File: config.mk
export PLATFORM = sky130hd
export DESIGN_NAME = flash_host
export DESIGN_NICKNAME = d
export VERILOG_FILES = /design/src/hdl/flash_host_pkg.sv /design/src/hdl/flash_bus_if.sv /design/src/hdl/flash_cycle.sv /design/src/hdl/flash_host.sv
export SDC_FILE = /design/constraint.sdc
export NUM_CORES = 1
export LEC_CHECK = 0
export ABC_CLOCK_PERIOD_IN_PS = 4200
export BUFFER_PORTS_ARGS = -buffer_cell sky130_fd_sc_hd__buf_2
export CORE_MARGIN = 5
export CORE_UTILIZATION = 48
export CTS_CLUSTER_SIZE = 20
export DETAILED_ROUTE_END_ITERATION = 7
export GPL_ROUTABILITY_DRIVEN = 0
export PLACE_DENSITY = 0.67
export SYNTH_ARGS = -nofsm -noshare
export SYNTH_HDL_FRONTEND = slang
export SYNTH_SLANG_ARGS = --single-unit
File: constraint.sdc
create_clock -name clk -period 4.2 [get_ports clk]
set_clock_uncertainty 0.15 [all_clocks]
set_input_delay 0.42 -clock clk [delete_from_list [all_inputs] [get_ports clk]]
set_output_delay 0.42 -clock clk [all_outputs]
set_load 0.01 [all_outputs]
File: src/hdl/flash_host_pkg.sv
// Purpose: shared constants and types for the parallel flash host controller
// Assumes: byte-wide asynchronous flash, 21 address lines, clk at 125 MHz
// Notes:   every timing count is derived from a time in its own unit
package flash_host_pkg;

  // bus widths
  localparam int ADDR_W = 21;
  localparam int DATA_W = 8;

  // clock
  localparam int CLK_PERIOD_NS = 8;

  // pin timing, least times round up to whole cycles
  localparam int ADDR_SETUP_NS   = 10;
  localparam int ADDR_SETUP_CYC  = (ADDR_SETUP_NS + CLK_PERIOD_NS - 1) / CLK_PERIOD_NS;
  localparam int GLITCH_NS       = 5;   // device ignores strobes shorter than this
  localparam int WE_PULSE_NS     = 40;  // kept far above the glitch limit
  localparam int WE_PULSE_CYC    = (WE_PULSE_NS + CLK_PERIOD_NS - 1) / CLK_PERIOD_NS;
  localparam int READ_CYCLE_NS   = 70;  // read_cycle_time
  localparam int READ_CYCLE_CYC  = (READ_CYCLE_NS + CLK_PERIOD_NS - 1) / CLK_PERIOD_NS;

  // completion limits, longest times round down
  localparam int PROG_MAX_US     = 20;
  localparam int PROG_LIMIT_CYC  = (PROG_MAX_US * 1000) / CLK_PERIOD_NS;
  localparam int ERASE_MAX_MS    = 128;
  localparam int ERASE_LIMIT_CYC = (ERASE_MAX_MS * 1000000) / CLK_PERIOD_NS;
  localparam int TMO_W           = 24;

  // unlock addresses and command codes
  localparam logic [ADDR_W-1:0] UNLOCK_ADDR_1 = 21'h005555;
  localparam logic [ADDR_W-1:0] UNLOCK_ADDR_2 = 21'h002aaa;
  localparam logic [DATA_W-1:0] CODE_UNLOCK_1 = 8'haa;
  localparam logic [DATA_W-1:0] CODE_UNLOCK_2 = 8'h55;
  localparam logic [DATA_W-1:0] CODE_PROGRAM  = 8'ha0;
  localparam logic [DATA_W-1:0] CODE_ERASE    = 8'h80;
  localparam logic [DATA_W-1:0] CODE_SECTOR   = 8'h30;
  localparam logic [DATA_W-1:0] CODE_BLOCK    = 8'h50;
  localparam logic [DATA_W-1:0] CODE_CHIP     = 8'h10;
  localparam logic [DATA_W-1:0] CODE_ID       = 8'h90;
  localparam logic [DATA_W-1:0] CODE_QUERY    = 8'h98;
  localparam logic [DATA_W-1:0] CODE_EXIT     = 8'hf0;

  // erase region address fields
  localparam int SECTOR_LSB = 12;
  localparam int BLOCK_LSB  = 16;

  // status bit positions
  localparam int COMPLEMENT_BIT = 7;
  localparam int TOGGLE_BIT     = 6;

  // sequence lengths
  localparam logic [2:0] LEN_ONE   = 3'h1;
  localparam logic [2:0] LEN_THREE = 3'h3;
  localparam logic [2:0] LEN_FOUR  = 3'h4;
  localparam logic [2:0] LEN_SIX   = 3'h6;

  // user operations
  typedef enum logic [3:0] {
    OP_READ    = 4'h0,
    OP_PROGRAM = 4'h1,
    OP_SECTOR  = 4'h2,
    OP_BLOCK   = 4'h3,
    OP_CHIP    = 4'h4,
    OP_ID      = 4'h5,
    OP_QUERY   = 4'h6,
    OP_EXIT1   = 4'h7,
    OP_EXIT3   = 4'h8
  } op_e;

endpackage
File: src/hdl/flash_bus_if.sv
// Purpose: one-word request path between the sequencer and the pin cycle engine
// Assumes: req is a level held until ack, ack is a one-cycle pulse
// Notes:   rdata is valid in the ack cycle of a read
`timescale 1ns/10ps
`default_nettype none
interface flash_bus_if;
  import flash_host_pkg::*;
  logic              req;
  logic              wr;
  logic [ADDR_W-1:0] addr;
  logic [DATA_W-1:0] wdata;
  logic              ack;
  logic [DATA_W-1:0] rdata;

  modport master (output req, output wr, output addr, output wdata, input ack, input rdata);
  modport engine (input req, input wr, input addr, input wdata, output ack, output rdata);
endinterface
`default_nettype wire

File: src/hdl/flash_cycle.sv
// Purpose: runs one read or write bus cycle on the flash pins
// Assumes: pins are registered, dq_i is synchronous to clk
// Notes:   oe_n stays high for the whole of a write, dq driven only then
`timescale 1ns/10ps
`default_nettype none
module flash_cycle (
  // clock and reset
  input  wire logic                               clk,
  input  wire logic                               rstn,
  // request side
  flash_bus_if.engine                             bus,
  // flash pins
  output logic [flash_host_pkg::ADDR_W-1:0]       addr,
  input  wire logic [flash_host_pkg::DATA_W-1:0]  dq_i,
  output logic [flash_host_pkg::DATA_W-1:0]       dq_o,
  output logic                                    dq_oe,
  output logic                                    ce_n,
  output logic                                    oe_n,
  output logic                                    we_n
);
  import flash_host_pkg::*;

  typedef enum logic [2:0] {
    P_IDLE   = 3'h0,
    P_SETUP  = 3'h1,
    P_STROBE = 3'h2,
    P_HOLD   = 3'h3,
    P_REL    = 3'h4
  } phase_e;

  typedef struct packed {
    phase_e            ph;
    logic [7:0]        cnt;
    logic              wr;
    logic [ADDR_W-1:0] addr;
    logic [DATA_W-1:0] dq_o;
    logic              dq_oe;
    logic              ce_n;
    logic              oe_n;
    logic              we_n;
    logic              ack;
    logic [DATA_W-1:0] rdata;
  } cyc_s;

  cyc_s s_q;
  cyc_s s_d;

  // cycle phases
  always_comb begin
    s_d     = s_q;
    s_d.ack = 1'b0;
    case (s_q.ph)
      P_IDLE: begin
        if (bus.req) begin
          s_d.ph    = P_SETUP;
          s_d.wr    = bus.wr;
          s_d.addr  = bus.addr;
          s_d.dq_o  = bus.wdata;
          s_d.ce_n  = 1'b0;
          s_d.oe_n  = bus.wr;
          s_d.dq_oe = bus.wr;
          s_d.cnt   = bus.wr ? 8'(ADDR_SETUP_CYC - 1) : 8'(READ_CYCLE_CYC - 1);
        end
      end
      P_SETUP: begin
        if (s_q.cnt != 8'h00) begin
          s_d.cnt = s_q.cnt - 8'h01;
        end else if (s_q.wr) begin
          s_d.ph   = P_STROBE;
          s_d.we_n = 1'b0;
          s_d.cnt  = 8'(WE_PULSE_CYC - 1);
        end else begin
          s_d.ph    = P_REL;
          s_d.rdata = dq_i;
          s_d.ce_n  = 1'b1;
          s_d.oe_n  = 1'b1;
          s_d.ack   = 1'b1;
        end
      end
      P_STROBE: begin
        if (s_q.cnt != 8'h00) begin
          s_d.cnt = s_q.cnt - 8'h01;
        end else begin
          s_d.ph   = P_HOLD;
          s_d.we_n = 1'b1;               // data latched on this rise
        end
      end
      P_HOLD: begin
        s_d.ph    = P_REL;
        s_d.ce_n  = 1'b1;
        s_d.dq_oe = 1'b0;
        s_d.ack   = 1'b1;
      end
      P_REL: begin
        s_d.ph = P_IDLE;                 // gap lets the master drop req
      end
      default: begin
        s_d.ph = P_IDLE;
      end
    endcase
  end

  // state register
  always_ff @(posedge clk or negedge rstn) begin
    if (!rstn) begin
      s_q      <= '0;
      s_q.ph   <= P_IDLE;
      s_q.ce_n <= 1'b1;
      s_q.oe_n <= 1'b1;
      s_q.we_n <= 1'b1;
    end else begin
      s_q <= s_d;
    end
  end

  // outputs
  assign bus.ack   = s_q.ack;
  assign bus.rdata = s_q.rdata;
  assign addr      = s_q.addr;
  assign dq_o      = s_q.dq_o;
  assign dq_oe     = s_q.dq_oe;
  assign ce_n      = s_q.ce_n;
  assign oe_n      = s_q.oe_n;
  assign we_n      = s_q.we_n;

endmodule
`default_nettype wire

File: src/hdl/flash_host.sv
// Purpose: host controller issuing command sequences to a parallel flash
// Assumes: one command at a time, flash pins synchronous to clk
// Notes:   completion is found by toggle reads, checked by the complement bit
//
// Functional notes
// - program needs AA/5555, 55/2AAA, A0/5555, then address and data
// - erase needs six writes ending 30 sector, 50 block or 10 chip
// - query entry is AA/5555, 55/2AAA, 98/5555
// - query mode lasts until the exit command; query_mode also clears when an id entry completes
// - id entry is AA/5555, 55/2AAA, 90/5555; 0000 maker, 0001 device
// - exit is F0 anywhere, or AA/5555, 55/2AAA, F0/5555
`timescale 1ns/10ps
`default_nettype none
module flash_host #(
  parameter int unsigned ERASE_LIMIT = flash_host_pkg::ERASE_LIMIT_CYC
) (
  // clock and reset
  input  wire logic                               clk,
  input  wire logic                               rstn,
  // user command
  input  wire logic                               cmd_valid,
  input  wire flash_host_pkg::op_e                cmd_op,
  input  wire logic [flash_host_pkg::ADDR_W-1:0]  cmd_addr,
  input  wire logic [flash_host_pkg::DATA_W-1:0]  cmd_data,
  output logic                                    cmd_ready,
  // user response
  output logic                                    rsp_valid,
  output logic [flash_host_pkg::DATA_W-1:0]       rsp_data,
  output logic                                    rsp_err,
  output logic                                    id_mode,
  output logic                                    query_mode,
  // flash pins
  output logic [flash_host_pkg::ADDR_W-1:0]       flash_addr,
  input  wire logic [flash_host_pkg::DATA_W-1:0]  flash_dq_i,
  output logic [flash_host_pkg::DATA_W-1:0]       flash_dq_o,
  output logic                                    flash_dq_oe,
  output logic                                    flash_ce_n,
  output logic                                    flash_oe_n,
  output logic                                    flash_we_n
);
  import flash_host_pkg::*;

  ////////////////////////////////////////////////////////////////////////////
  // sequence tables

  // number of bus writes for an operation
  function automatic logic [2:0] seq_len(input op_e op);
    case (op)
      OP_PROGRAM:                     seq_len = LEN_FOUR;
      OP_SECTOR, OP_BLOCK, OP_CHIP:   seq_len = LEN_SIX;
      OP_ID, OP_QUERY, OP_EXIT3:      seq_len = LEN_THREE;
      default:                        seq_len = LEN_ONE;
    endcase
  endfunction

  // address and data of one write of a sequence
  function automatic logic [ADDR_W+DATA_W-1:0] seq_word(input op_e op, input logic [2:0] step,
                                                         input logic [ADDR_W-1:0] a, input logic [DATA_W-1:0] d);
    logic [DATA_W-1:0] third;
    logic [ADDR_W-1:0] region;
    third  = CODE_PROGRAM;
    region = a;
    case (op)
      OP_SECTOR: region = {a[ADDR_W-1:SECTOR_LSB], {SECTOR_LSB{1'b0}}};
      OP_BLOCK:  region = {a[ADDR_W-1:BLOCK_LSB], {BLOCK_LSB{1'b0}}};
      default:   region = a;
    endcase
    case (op)
      OP_ID:                        third = CODE_ID;
      OP_QUERY:                     third = CODE_QUERY;
      OP_EXIT3:                     third = CODE_EXIT;
      OP_SECTOR, OP_BLOCK, OP_CHIP: third = CODE_ERASE;
      default:                      third = CODE_PROGRAM;
    endcase
    if (op == OP_EXIT1) begin
      seq_word = {a, CODE_EXIT};
    end else begin
      case (step)
        3'h0:    seq_word = {UNLOCK_ADDR_1, CODE_UNLOCK_1};
        3'h1:    seq_word = {UNLOCK_ADDR_2, CODE_UNLOCK_2};
        3'h2:    seq_word = {UNLOCK_ADDR_1, third};
        3'h3:    seq_word = (op == OP_PROGRAM) ? {a, d} : {UNLOCK_ADDR_1, CODE_UNLOCK_1};
        3'h4:    seq_word = {UNLOCK_ADDR_2, CODE_UNLOCK_2};
        default: begin
          case (op)
            OP_SECTOR: seq_word = {region, CODE_SECTOR};
            OP_BLOCK:  seq_word = {region, CODE_BLOCK};
            default:   seq_word = {UNLOCK_ADDR_1, CODE_CHIP};
          endcase
        end
      endcase
    end
  endfunction

  ////////////////////////////////////////////////////////////////////////////
  // state

  typedef enum logic [2:0] {
    S_IDLE    = 3'h0,
    S_SEQ     = 3'h1,
    S_WAIT    = 3'h2,
    S_POLL    = 3'h3,
    S_RECOVER = 3'h4
  } st_e;

  typedef struct packed {
    st_e               st;
    op_e               op;
    logic [ADDR_W-1:0] addr;
    logic [DATA_W-1:0] data;
    logic [2:0]        step;
    logic              req;
    logic              wr;
    logic [ADDR_W-1:0] baddr;
    logic [DATA_W-1:0] bdata;
    logic              have_prev;
    logic              prev_tog;
    logic [TMO_W-1:0]  tmo;
    logic [7:0]        rcv;
    logic              cmd_ready;
    logic              rsp_valid;
    logic [DATA_W-1:0] rsp_data;
    logic              rsp_err;
    logic              id_mode;
    logic              query_mode;
  } host_s;

  host_s s_q;
  host_s s_d;

  flash_bus_if bus ();

  logic [ADDR_W+DATA_W-1:0] word;
  logic                     is_erase;
  logic                     expect_hi;
  logic [TMO_W-1:0]         limit;

  // current sequence word and polling targets
  always_comb begin
    word      = seq_word(s_q.op, s_q.step, s_q.addr, s_q.data);
    is_erase  = (s_q.op == OP_SECTOR) || (s_q.op == OP_BLOCK) || (s_q.op == OP_CHIP);
    expect_hi = is_erase ? 1'b1 : s_q.data[COMPLEMENT_BIT];
    limit     = is_erase ? TMO_W'(ERASE_LIMIT) : TMO_W'(PROG_LIMIT_CYC);
  end

  // sequencer
  always_comb begin
    s_d           = s_q;
    s_d.rsp_valid = 1'b0;
    case (s_q.st)
      S_IDLE: begin
        if (cmd_valid && s_q.cmd_ready) begin
          s_d.cmd_ready = 1'b0;
          s_d.op        = cmd_op;
          s_d.addr      = cmd_addr;
          s_d.data      = cmd_data;
          s_d.step      = 3'h0;
          s_d.st        = S_SEQ;
        end
      end
      S_SEQ: begin
        s_d.req   = 1'b1;
        s_d.wr    = (s_q.op != OP_READ);
        s_d.baddr = (s_q.op == OP_READ) ? s_q.addr : word[ADDR_W+DATA_W-1:DATA_W];
        s_d.bdata = word[DATA_W-1:0];
        s_d.st    = S_WAIT;
      end
      S_WAIT: begin
        if (bus.ack) begin
          s_d.req = 1'b0;
          if (s_q.op == OP_READ) begin
            s_d.rsp_valid = 1'b1;
            s_d.rsp_data  = bus.rdata;
            s_d.rsp_err   = 1'b0;
            s_d.cmd_ready = 1'b1;
            s_d.st        = S_IDLE;
          end else if (s_q.step + 3'h1 < seq_len(s_q.op)) begin
            s_d.step = s_q.step + 3'h1;
            s_d.st   = S_SEQ;
          end else if ((s_q.op == OP_PROGRAM) || is_erase) begin
            // last strobe has risen: status reads are now valid
            s_d.req       = 1'b1;
            s_d.wr        = 1'b0;
            s_d.baddr     = (s_q.op == OP_CHIP) ? UNLOCK_ADDR_1 : s_q.addr;
            s_d.have_prev = 1'b0;
            s_d.tmo       = '0;
            s_d.st        = S_POLL;
          end else begin
            // mode change, then one read cycle time of settling
            s_d.id_mode    = (s_q.op == OP_ID);
            s_d.query_mode = (s_q.op == OP_QUERY);
            s_d.rcv        = 8'(READ_CYCLE_CYC);
            s_d.st         = S_RECOVER;
          end
        end
      end
      S_POLL: begin
        // no command or exit is issued until the toggle stops or tmo reaches limit
        s_d.tmo = s_q.tmo + TMO_W'(1);
        if (bus.ack) begin
          s_d.req = 1'b0;
          if (s_q.have_prev && (bus.rdata[TOGGLE_BIT] == s_q.prev_tog)) begin
            s_d.rsp_valid = 1'b1;
            s_d.rsp_data  = bus.rdata;
            s_d.rsp_err   = (bus.rdata[COMPLEMENT_BIT] != expect_hi);
            s_d.cmd_ready = 1'b1;
            s_d.st        = S_IDLE;
          end else if (s_q.tmo >= limit) begin
            s_d.rsp_valid = 1'b1;
            s_d.rsp_data  = bus.rdata;
            s_d.rsp_err   = 1'b1;
            s_d.cmd_ready = 1'b1;
            s_d.st        = S_IDLE;
          end else begin
            s_d.have_prev = 1'b1;
            s_d.prev_tog  = bus.rdata[TOGGLE_BIT];
            s_d.req       = 1'b1;
          end
        end
      end
      S_RECOVER: begin
        if (s_q.rcv != 8'h00) begin
          s_d.rcv = s_q.rcv - 8'h01;
        end else begin
          s_d.rsp_valid = 1'b1;
          s_d.rsp_data  = '0;
          s_d.rsp_err   = 1'b0;
          s_d.cmd_ready = 1'b1;
          s_d.st        = S_IDLE;
        end
      end
      default: begin
        s_d.st = S_IDLE;
      end
    endcase
  end

  // state register; after reset the device is taken to be in array read
  always_ff @(posedge clk or negedge rstn) begin
    if (!rstn) begin
      s_q           <= '0;
      s_q.st        <= S_IDLE;
      s_q.op        <= OP_READ;
      s_q.cmd_ready <= 1'b1;
    end else begin
      s_q <= s_d;
    end
  end

  // request path to the cycle engine
  assign bus.req   = s_q.req;
  assign bus.wr    = s_q.wr;
  assign bus.addr  = s_q.baddr;
  assign bus.wdata = s_q.bdata;

  // user outputs
  assign cmd_ready  = s_q.cmd_ready;
  assign rsp_valid  = s_q.rsp_valid;
  assign rsp_data   = s_q.rsp_data;
  assign rsp_err    = s_q.rsp_err;
  assign id_mode    = s_q.id_mode;
  assign query_mode = s_q.query_mode;

  ////////////////////////////////////////////////////////////////////////////
  // pin cycle engine

  flash_cycle u_cycle (
    .clk   (clk),
    .rstn  (rstn),
    .bus   (bus.engine),
    .addr  (flash_addr),
    .dq_i  (flash_dq_i),
    .dq_o  (flash_dq_o),
    .dq_oe (flash_dq_oe),
    .ce_n  (flash_ce_n),
    .oe_n  (flash_oe_n),
    .we_n  (flash_we_n)
  );

endmodule
`default_nettype wire

; After elaboration in Yosys (flattened, before gate mapping)
; Cells that the tools add are included.
[op_classes]
eq_ne = 42
bitwise = 7
n_reduce_logical = 47
add_sub_neg = 4
order_cmp = 2
n_mux = 82
[op_table]
columns = op, n
row1 = $pmux 29 s4, 1
row2 = $mux 32, 2
row3 = $mux 29, 2
row4 = $pmux 29 s2, 1
row5 = $mux 11, 5
row6 = $mux 26, 2
row7 = $mux 24, 2
row8 = $pmux 24 s2, 1
row9 = $mux 23, 2
row10 = $mux 3, 15
row11 = $mux 45, 1
row12 = $mux 44, 1
row13 = $pmux 22 s2, 1
row14 = $mux 21, 2
row15 = $mux 8, 5
row16 = $mux 39, 1
row17 = $ne 2x2->1 const B, 15
row18 = $pmux 10 s3, 1
row19 = $pmux 7 s4, 1
row20 = $reduce_and 5->1, 5
row21 = $add 24x1->24 const B, 1
row22 = $ge 24x24->1, 1
row23 = $pmux 8 s3, 1
row24 = $reduce_and 4->1, 5
row25 = 45 further kinds, 110
[totals]
output_inout_bits = 46
word_cells = 214
reg_bits = 171

; Longest topological paths before layout
; Gate-level depths: netlist (run 1).
[logic_depth]
ltp_word = 11
depth_mapped = 14
mapped_depth_nobuf = 10

; Cells and area by module
; Synthesis (run 1) repeated with hierarchy kept, for this count alone.
[hier_totals]
cells_unflattened = 838
hier_area_um2 = 8678.3
[by_module_without_submodules]
columns = mod, cells_per_inst, seq_area_each_um2, instances, area_each_um2
row1 = flash_host, 617, 2929.1, 1, 6050.8
row2 = flash_cycle, 221, 1355.0, 1, 2627.5

; Worst setup path before layout (run 1)
; No wires, ideal clock.
[synth_timing]
path_type = register to register
startpoint = register s_q[113] (netlist bit)
endpoint = register s_q[44] (netlist bit)
setup_time_ns = 0.066
required_ns = 3.984
t_arrival_ns = 3.156
path_slack_ns = 0.828
stages_incl_launch_ff = 12
period_less_slack_ns = 3.372
cell_sequence = dfrtp_1 > buf_2 > clkbuf_1 > nor4b_1 > a21oi_1 > ha_1 > o21ai_0 > a2111oi_4 > a21oi_1 > or4_1 > or4_1 > nand2_1
[synth_via]
elab_chain_cells = 9
elab_cells_between_ends = 22
[synth_lines]
columns = item, line
row1 = start: declaration, flash_host.sv:128  ; host_s s_q;
row2 = $eq 4x3->1 (tied with other cells), flash_host.sv:48  ; case (op)
row3 = $reduce_or 3->1, flash_host.sv:48
row4 = $pmux 3 s3, flash_host.sv:48
row5 = $mux 3, flash_host.sv:171  ; if (s_q.op == OP_READ) begin
row6 = $mux 3, flash_host.sv:169  ; if (bus.ack) begin
row7 = $mux 3, flash_host.sv:150  ; case (s_q.st)
row8 = $lt 3x3->1, flash_host.sv:177  ; end else if (s_q.step + 3'h1 < seq_len(s_q.op)) begin
row9 = $ne 2x2->1 (no source line), n/a
row10 = $reduce_and 5->1 (no source line) *, n/a
; Mark *: on every way between the ends. The rest lies on a longest branch, timed or not. The select of a mux whose other input is x is not followed.
; A chain may end at the register's enable or synchronous reset.

; Final worst setup path (run 1)
[layout_timing]
startpoint = register s_q[111] (netlist bit)
endpoint = register s_q (netlist bit bus.addr[5])
[layout_via]
elab_chain_cells = 9
elab_cells_between_ends = 34
[layout_lines]
columns = item, line
row1 = $eq 4x3->1 (tied with other cells), flash_host.sv:48
row2 = $reduce_or 3->1, flash_host.sv:48
row3 = $pmux 3 s3, flash_host.sv:48
row4 = $mux 3, flash_host.sv:171
row5 = $mux 3, flash_host.sv:169
row6 = $mux 3, flash_host.sv:150
row7 = $lt 3x3->1, flash_host.sv:177
row8 = $ne 2x2->1 (no source line), n/a
row9 = $reduce_and 5->1 (no source line), n/a
; Several ways; a longest one is shown, not always the timed one. The select of a mux whose other input is x is not followed.

==> results of run 1 <==
## through the flow
| stage | hold slack, ps | utilization (%) | cell area, um^2 | total power, W | setup slack, ps |
|---|---|---|---|---|---|
| 2_1_floorplan | -25.6 | - | 8510 | 0.00455 | 828 |
| 4_1_cts | 36.9 | 54.9 | 9520 | 0.00669 | 499 |
| 6_report | 58.1 | 54.9 | 9520 | 0.00663 | 482 |
| 3_5_place_dp | 317 | 51.1 | 8870 | 0.00501 | 499 |
| 3_3_place_gp | 303 | 51.1 | 8870 | 0.00495 | 573 |
| 5_1_grt | 41.8 | 54.9 | 9520 | 0.00709 | 136 |
## how the worst max path moves through the flow
stage,endpoint,cells after the start,start
3_3_place_gp,bus.addr[9],11,s_q[111]
6_report,bus.addr[5],11,s_q[111]
3_5_place_dp,bus.addr[5],11,s_q[111]
4_1_cts,bus.addr[5],11,s_q[111]
5_1_grt,bus.addr[5],10,s_q[113]
2_1_floorplan,s_q[44],11,s_q[113]
## cells in the mapped netlist (all sizes together) (7+ instances only)
cell    count
a21o        7
a21oi      40
a22o       11
and2       11
buf        50
clkbuf     23
dfrtp     167
ha         16
inv        36
mux2       76
mux2i       8
nand2      61
nand3      16
nand4       7
nor2       73
nor3       23
nor4        9
o21ai      46
o31ai       7
or3         8
xnor2      14
xor2        9
## routing by layer
metal / vias up / track usage (%) / share of wire, %
met3: 24 / 4.49 / 5.5
met5: - / 0 / 0
li1: 2932 / - / -
met4: 0 / 5.85 / 1.4
met1: 2967 / 28.2 / 48
met2: 164 / 27.9 / 45
## kinds of logic after synthesis
group | Yosys count | synth area share, %
flops | 171 | 50.3
compound gates | 162 | 13.0
mux | 84 | 11.0
simple gates | 247 | 14.3
xor+xnor | 23 | 2.37
buf+inv | 109 | 6.66
fa+ha+maj | 16 | 2.35
## layout make-up
cell class | count | share of cell area [%]
sequential | 171 | 45.0
multi-input combinational | 532 | 38.5
timing repair buffer | 96 | 5.45
clock buffer | 17 | 4.47
tap | 225 | 2.96
clock inverter | 15 | 2.22
inverter | 36 | 1.42
## worst reg2reg max path, stage by stage (launching register included)
cell and delay (ps):
dfrtp_1 640, nor3_1 190, nor3_1 310, inv_1 80, ha_1 310, o21ai_0 170, a2111oi_4 630, and2_1 230
nor2_1 60, buf_4 210, a21oi_1 450, a21oi_1 140
## power breakdown
part / switching (W) / internal (W)
Clock: 0.000811 / 0.000825
Combinational: 0.00116 / 0.00103
Sequential: 0.000531 / 0.00228
Total: 0.00250 / 0.00413
## flip-flops by register name, indices dropped and copies added (netlist names)
name,cells
bus.wr,1
u_cycle.we_n,1
s_q,73
cmd_ready,1
rsp_valid,1
u_cycle.bus.rdata,8
u_cycle.addr,21
query_mode,1
u_cycle.bus.ack,1
u_cycle.s_q,12
bus.req,1
u_cycle.dq_oe,1
u_cycle.dq_o,8
bus.addr,21
u_cycle.ce_n,1
id_mode,1
bus.wdata,8
u_cycle.oe_n,1
rsp_data,8
rsp_err,1
## placed cells by master, fill, tap and decap left out, drive strengths merged, types with 9 or more instances in the layout
cell,count
clkbuf,17
o21ai,46
and2,11
nor2,73
ha,16
inv,43
dfrtp,167
buf,95
xor2,9
nand3,16
a21oi,40
nor3,23
mux2,76
xnor2,14
nand2,61
a22o,11
nor4,9
==> reports/qor.csv, run 1 <==
metric,value,unit
wl_per_cell,17.2,um
min_period_over_period,88.5,%
synth-main-ff-cell,dfrtp_1,
setup_viol,0,
initial_core_util,49.0,%
die_area,0.0205,mm^2
via_count,6087,
period_minus_slack,3720,ps
cts.path.max_buffers,2,
fill_cells,1474,
core_region_area,0.0174,mm^2
r2r_start,s_q[111],
fin_cells,1092,
tns,0,ps
multi_input_area,0.00366,mm^2
grt.overflow.total,0,
rows,48,
grt_max_degree,107,
clkTransAtPathRegs,80,ps
max_cap_viol_count,0,
die_x,143,um
min_path_cells,2,
drtIter0Drc,505,
synthTopCellsByArea,"dfrtp_1 49%, mux2_2 9.9%, buf_4 3.3%",
antennaDiodeCount,0,
cts_buffers,17,
crit_buf_inv,2,
cp_top_family,compound AO/OA/AOI/OAI gates,
cp_data_required_time,4350,ps
yosysTopAreaCell,dfrtp_1,
rr_worst_depth,11,
routed_wl,18800,um
dp_cells,1059,
synth_area,0.00851,mm^2
cts_tree,done,
path_max_fanout,18,
syn_avg_cell_area,10.5,um^2
drc,0,
cp_slowest_cell,dfrtp_1,
h-tree-depth,4,
outcome,completed,
portBuffers,89,
synthArstFlopShare,100,%
track_usage,19.1,%
hold_viol_final,0,
slowest_delay,640,ps
ant_nets,0,
antenna_found_initial,0,
cts_resized,0,
dpl.hpwl,13100,um
syn-num-nets,872,
cts_setup_buffers,0,
cts_hold_buf,1,
yosysTopAreaCellShare,49.1,%
crit_chain,"nor3_1, nor3_1, inv_1, ha_1, o21ai_0, a2111oi_4, and2_1, nor2_1, buf_4, a21oi_1, a21oi_1",
drt_pass1_iterations,5,
ys_ff_latch,171,
clkSinkCount,171,
drive_above_1_share,25.3,%
grt_pass1_wl,30900,um
slew_violations,0,
cts_root_buf,clkbuf_16,
hold_path_startpoint,cmd_addr[18],
critPathKind,flop to flop,
reg2reg_to,bus.addr[5],
crit_arrival,3870,ps
grt_pass1_vias,5922,
p_per_area,697,mW/mm^2
synth_cells,812,
min_to,s_q[107],
area_growth,11.8,%
irDropWorstVdd,389,uV
power.leakage,4.35,nW
regArea,0.00428,mm^2
ys_seq_area_share,50.3,%
via_per_inst,5.57,
slew_headroom,33.5,%
cp-end-kind,flop,
ys_warn_count,0,
synth_cell_types,68,
fin_nets,914,
max_freq,269,MHz
worstHoldPathType,primary input to flop,
worstMarginPinSlew,998,ps
die_h,143,um
grt_setup_unrepaired,false,
io_pins,90,
clock_latency,440,ps
worst_setup_path_start_kind,flop,
synth_edf_count,0,
ff2ff_setup_slack,480,ps
Power figures use the tool's default switching activity.
==> inputs of run 2 (changes only) <==
--- a/config.mk
+++ b/config.mk
@@ -9,10 +9,10 @@
 export BUFFER_PORTS_ARGS = -buffer_cell sky130_fd_sc_hd__buf_2
 export CORE_MARGIN = 5
 export CORE_UTILIZATION = 48
-export CTS_CLUSTER_SIZE = 20
 export DETAILED_ROUTE_END_ITERATION = 7
 export GPL_ROUTABILITY_DRIVEN = 0
 export PLACE_DENSITY = 0.67
 export SYNTH_ARGS = -nofsm -noshare
 export SYNTH_HDL_FRONTEND = slang
+export SYNTH_HIERARCHICAL = 1
 export SYNTH_SLANG_ARGS = --single-unit
==> reports/qor.csv, run 2 <==
metric,value,unit,change
hold_viol_final,0,,unchanged
grt_setup_unrepaired,false,,
routed.top_layer,met4,,
rows,49,,+2.1%
grt_pass1_vias,5992,,+1.2%
rr_worst_depth,10,,-1
ys_top_cells_by_count,"167 x dfrtp_1, 76 x nor2_1, 72 x mux2_2",,
synth_area,0.00868,mm^2,+2.0%
die_area,0.0209,mm^2,+1.8%
layout_commonest_cell,dfrtp_1,,
drt-met1-wl,8880,um,-2.2%
cp-end-kind,flop,,
antennaDiodeCount,0,,unchanged
area_growth,10.9,%,
crit_buf_inv,1,,-1
ff2ff_setup_slack,490,ps,about the same
track_usage,18.4,%,-0.70 points
wl_per_cell,16.4,um,-4.7%
initial_core_util,48.5,%,-0.56 points
cp_top_family,compound AO/OA/AOI/OAI gates,,
synth_cells,838,,+3.2%
path_max_fanout,19,,+1
grt_pass1_wl,30600,um,-1.1%
routed_wl,18300,um,-2.3%
fin_cells,1120,,+2.6%
regMostFlops,s_q,,
cts_tree,done,,
cp_slowest_cell,a2111oi_2,,
slowest_delay,610,ps,-30 ps
r2r_start,s_q[113],,
max_freq,270,MHz,+0.23%
antenna_found_initial,0,,unchanged
crit_chain,"inv_1, nor4_1, nor2b_1, ha_1, o21ai_0, a2111oi_2, and2_1, nor2_4, a21oi_1, a21oi_1",,
synthArstFlopShare,100,%,unchanged
slew_headroom,39.2,%,+5.7 points
dp_cells,1087,,+2.6%
max_cap_viol_count,0,,unchanged
cts.path.max_buffers,2,,unchanged
h-tree-depth,4,,unchanged
min_to,u_cycle/bus.rdata[4],,
via_per_inst,5.54,,-0.61%
place_area,0.00902,mm^2,+1.6%
synthTopCellsByArea,"dfrtp_1 48%, mux2_2 9.3%, buf_4 4.0%",,
yosysTopAreaCellShare,48.2,%,-0.94 points
core_region_area,0.0179,mm^2,+3.1%
ys_ff_latch,171,,unchanged
critPathKind,flop to flop,,
cp_common_cell,a21oi_1,,
fin_nets,937,,+2.5%
synth-main-ff-cell,dfrtp_1,,
crit_arrival,3830,ps,-40 ps
slew_violations,0,,unchanged
syn-num-nets,897,,+2.9%
setup_slack,491,ps,+8.64 ps
cts_setup_buffers,0,,unchanged
worstMarginPinSlew,904,ps,-93.7 ps
power.leakage,4.72,nW,+8.6%
drt_pass1_iterations,5,,unchanged
portBuffers,89,,unchanged
die_x,144,um,+0.90%
cts_buffers,17,,unchanged
min_path_cells,2,,unchanged
tns,0,ps,unchanged
wl_met2,8390,um,about the same
cp_data_required_time,4320,ps,-30 ps
ys_warn_count,6,,+6
synth_edf_count,0,,unchanged
grt_max_degree,84,,-21%
yosysTopAreaCell,dfrtp_1,,
syn_avg_cell_area,10.4,um^2,-1.2%
fin_util,53.8,%,-1.1 points
dpl_worst_slack,519,ps,+20.0 ps
via_count,6205,,+1.9%
grt.overflow.total,0,,unchanged
outcome,completed,,
drive_above_1_share,25.4,%,+0.11 points
yosysMostFrequentCell,dfrtp_1,,
final_cell_mix,"167 x dfrtp_1, 88 x buf_2, 76 x nor2_1",,
reg2reg_to,bus.addr[5],,
final_area,0.00962,mm^2,+1.1%
worst_setup_path_start_kind,flop,,
clkSinkCount,171,,unchanged
cts_resized,0,,unchanged
setup_viol,0,,unchanged
largest_reg_flops,73,,unchanged
fill_cells,1642,,+11%
worstHoldPathType,primary input to flop,,
synth_cell_types,71,,+4.4%
wl_met3,857,um,-18%
hold_path_startpoint,flash_dq_i[4],,
period_minus_slack,3710,ps,-8.64 ps
ys_seq_area_share,49.4,%,-0.97 points
drc,0,,unchanged
p_per_area,341,mW/mm^2,-51%
die_h,144,um,+0.90%
ant_nets,0,,unchanged
io_pins,90,,unchanged
clock_latency,430,ps,about the same
cts_root_buf,clkbuf_16,,
drtIter0Drc,315,,-38%
irDropWorstVdd,273,uV,-30%
min_period_over_period,88.3,%,-0.21 points
dpl.hpwl,13000,um,-0.85%
clkTransAtPathRegs,70,ps,about the same
-- run 2: cell count changes in the layout (fill, tap and decap cells not counted), moves of 5 or more --
cell      before  now
nor2b_1        5   12
xnor2_1       14    7
clkinv_8       8    0
nand3_1       16   24
o21ai_0       41   48
and2_1        10    4
xor2_1         9   19
buf_4          5   10
nand2_1       61   70
-- run 2: where the power goes --
part           total [W]  switching [W]  internal, W
sequential       0.00165              0      0.00165
combinational  0.0000551      0.0000373    0.0000177
clock            0.00158       0.000662     0.000914
-- run 2: layer usage --
layer / track usage, % / up-vias
met3: 3.51 / 12
li1: - / 3016
met1: 26.7 / 3043
met4: 5.79 / 0
met5: 0 / -
met2: 27.9 / 134
-- run 2: kinds of logic (layout without fill, tap and decap cells) --
logic type               count (synthesis)  after routing  share of synthesized area, %
multiplexers                            83             83                          10.6
XOR/XNOR                                26             26                          2.62
AND/OR/NAND/NOR                        260            260                          14.9
adder cells (fa/ha/maj)                 15             15                          2.16
flip-flops                             171            171                          49.4
AO/OA/AOI/OAI                          169            169                          13.0
buffers and inverters                  114            167                          7.31
-- run 2: cell type report --
class	count	area [um^2]	share of cell area, %
repair buffers	101	557	5.79
inverters	34	128	1.33
flip-flops and latches	171	4280	44.5
clock buffers	20	457	4.75
clock inverters	12	139	1.44
well taps	229	287	2.98
multi-input cells	553	3770	39.2
-- run 2: stage by stage --
step,hold WS (ps),total power [W]
final,66.8,0.00328
after global routing,55.4,0.00339
after CTS,53.4,0.00332
after detailed placement,310,0.00174
after global placement,304,0.00174
after floorplan,-25.6,0.00168
-- run 2: worst max-delay path by stage --
stage,start,endpoint,slack (ps),cells after the start
detailed placement,s_q[111],rsp_data[4],520,10
CTS,s_q[111],rsp_data[4],520,10
floorplan,s_q[111],s_q[43],930,12
global placement,s_q[111],rsp_data[0],590,10
finish,s_q[113],bus.addr[5],490,10
global route,s_q[110],bus.addr[11],160,10
-- run 2: what timing repair did --
item                       4_1_cts  5_1_grt
hold endpoints to repair        81        0
setup endpoints to repair        0        0
hold buffers                     1        0
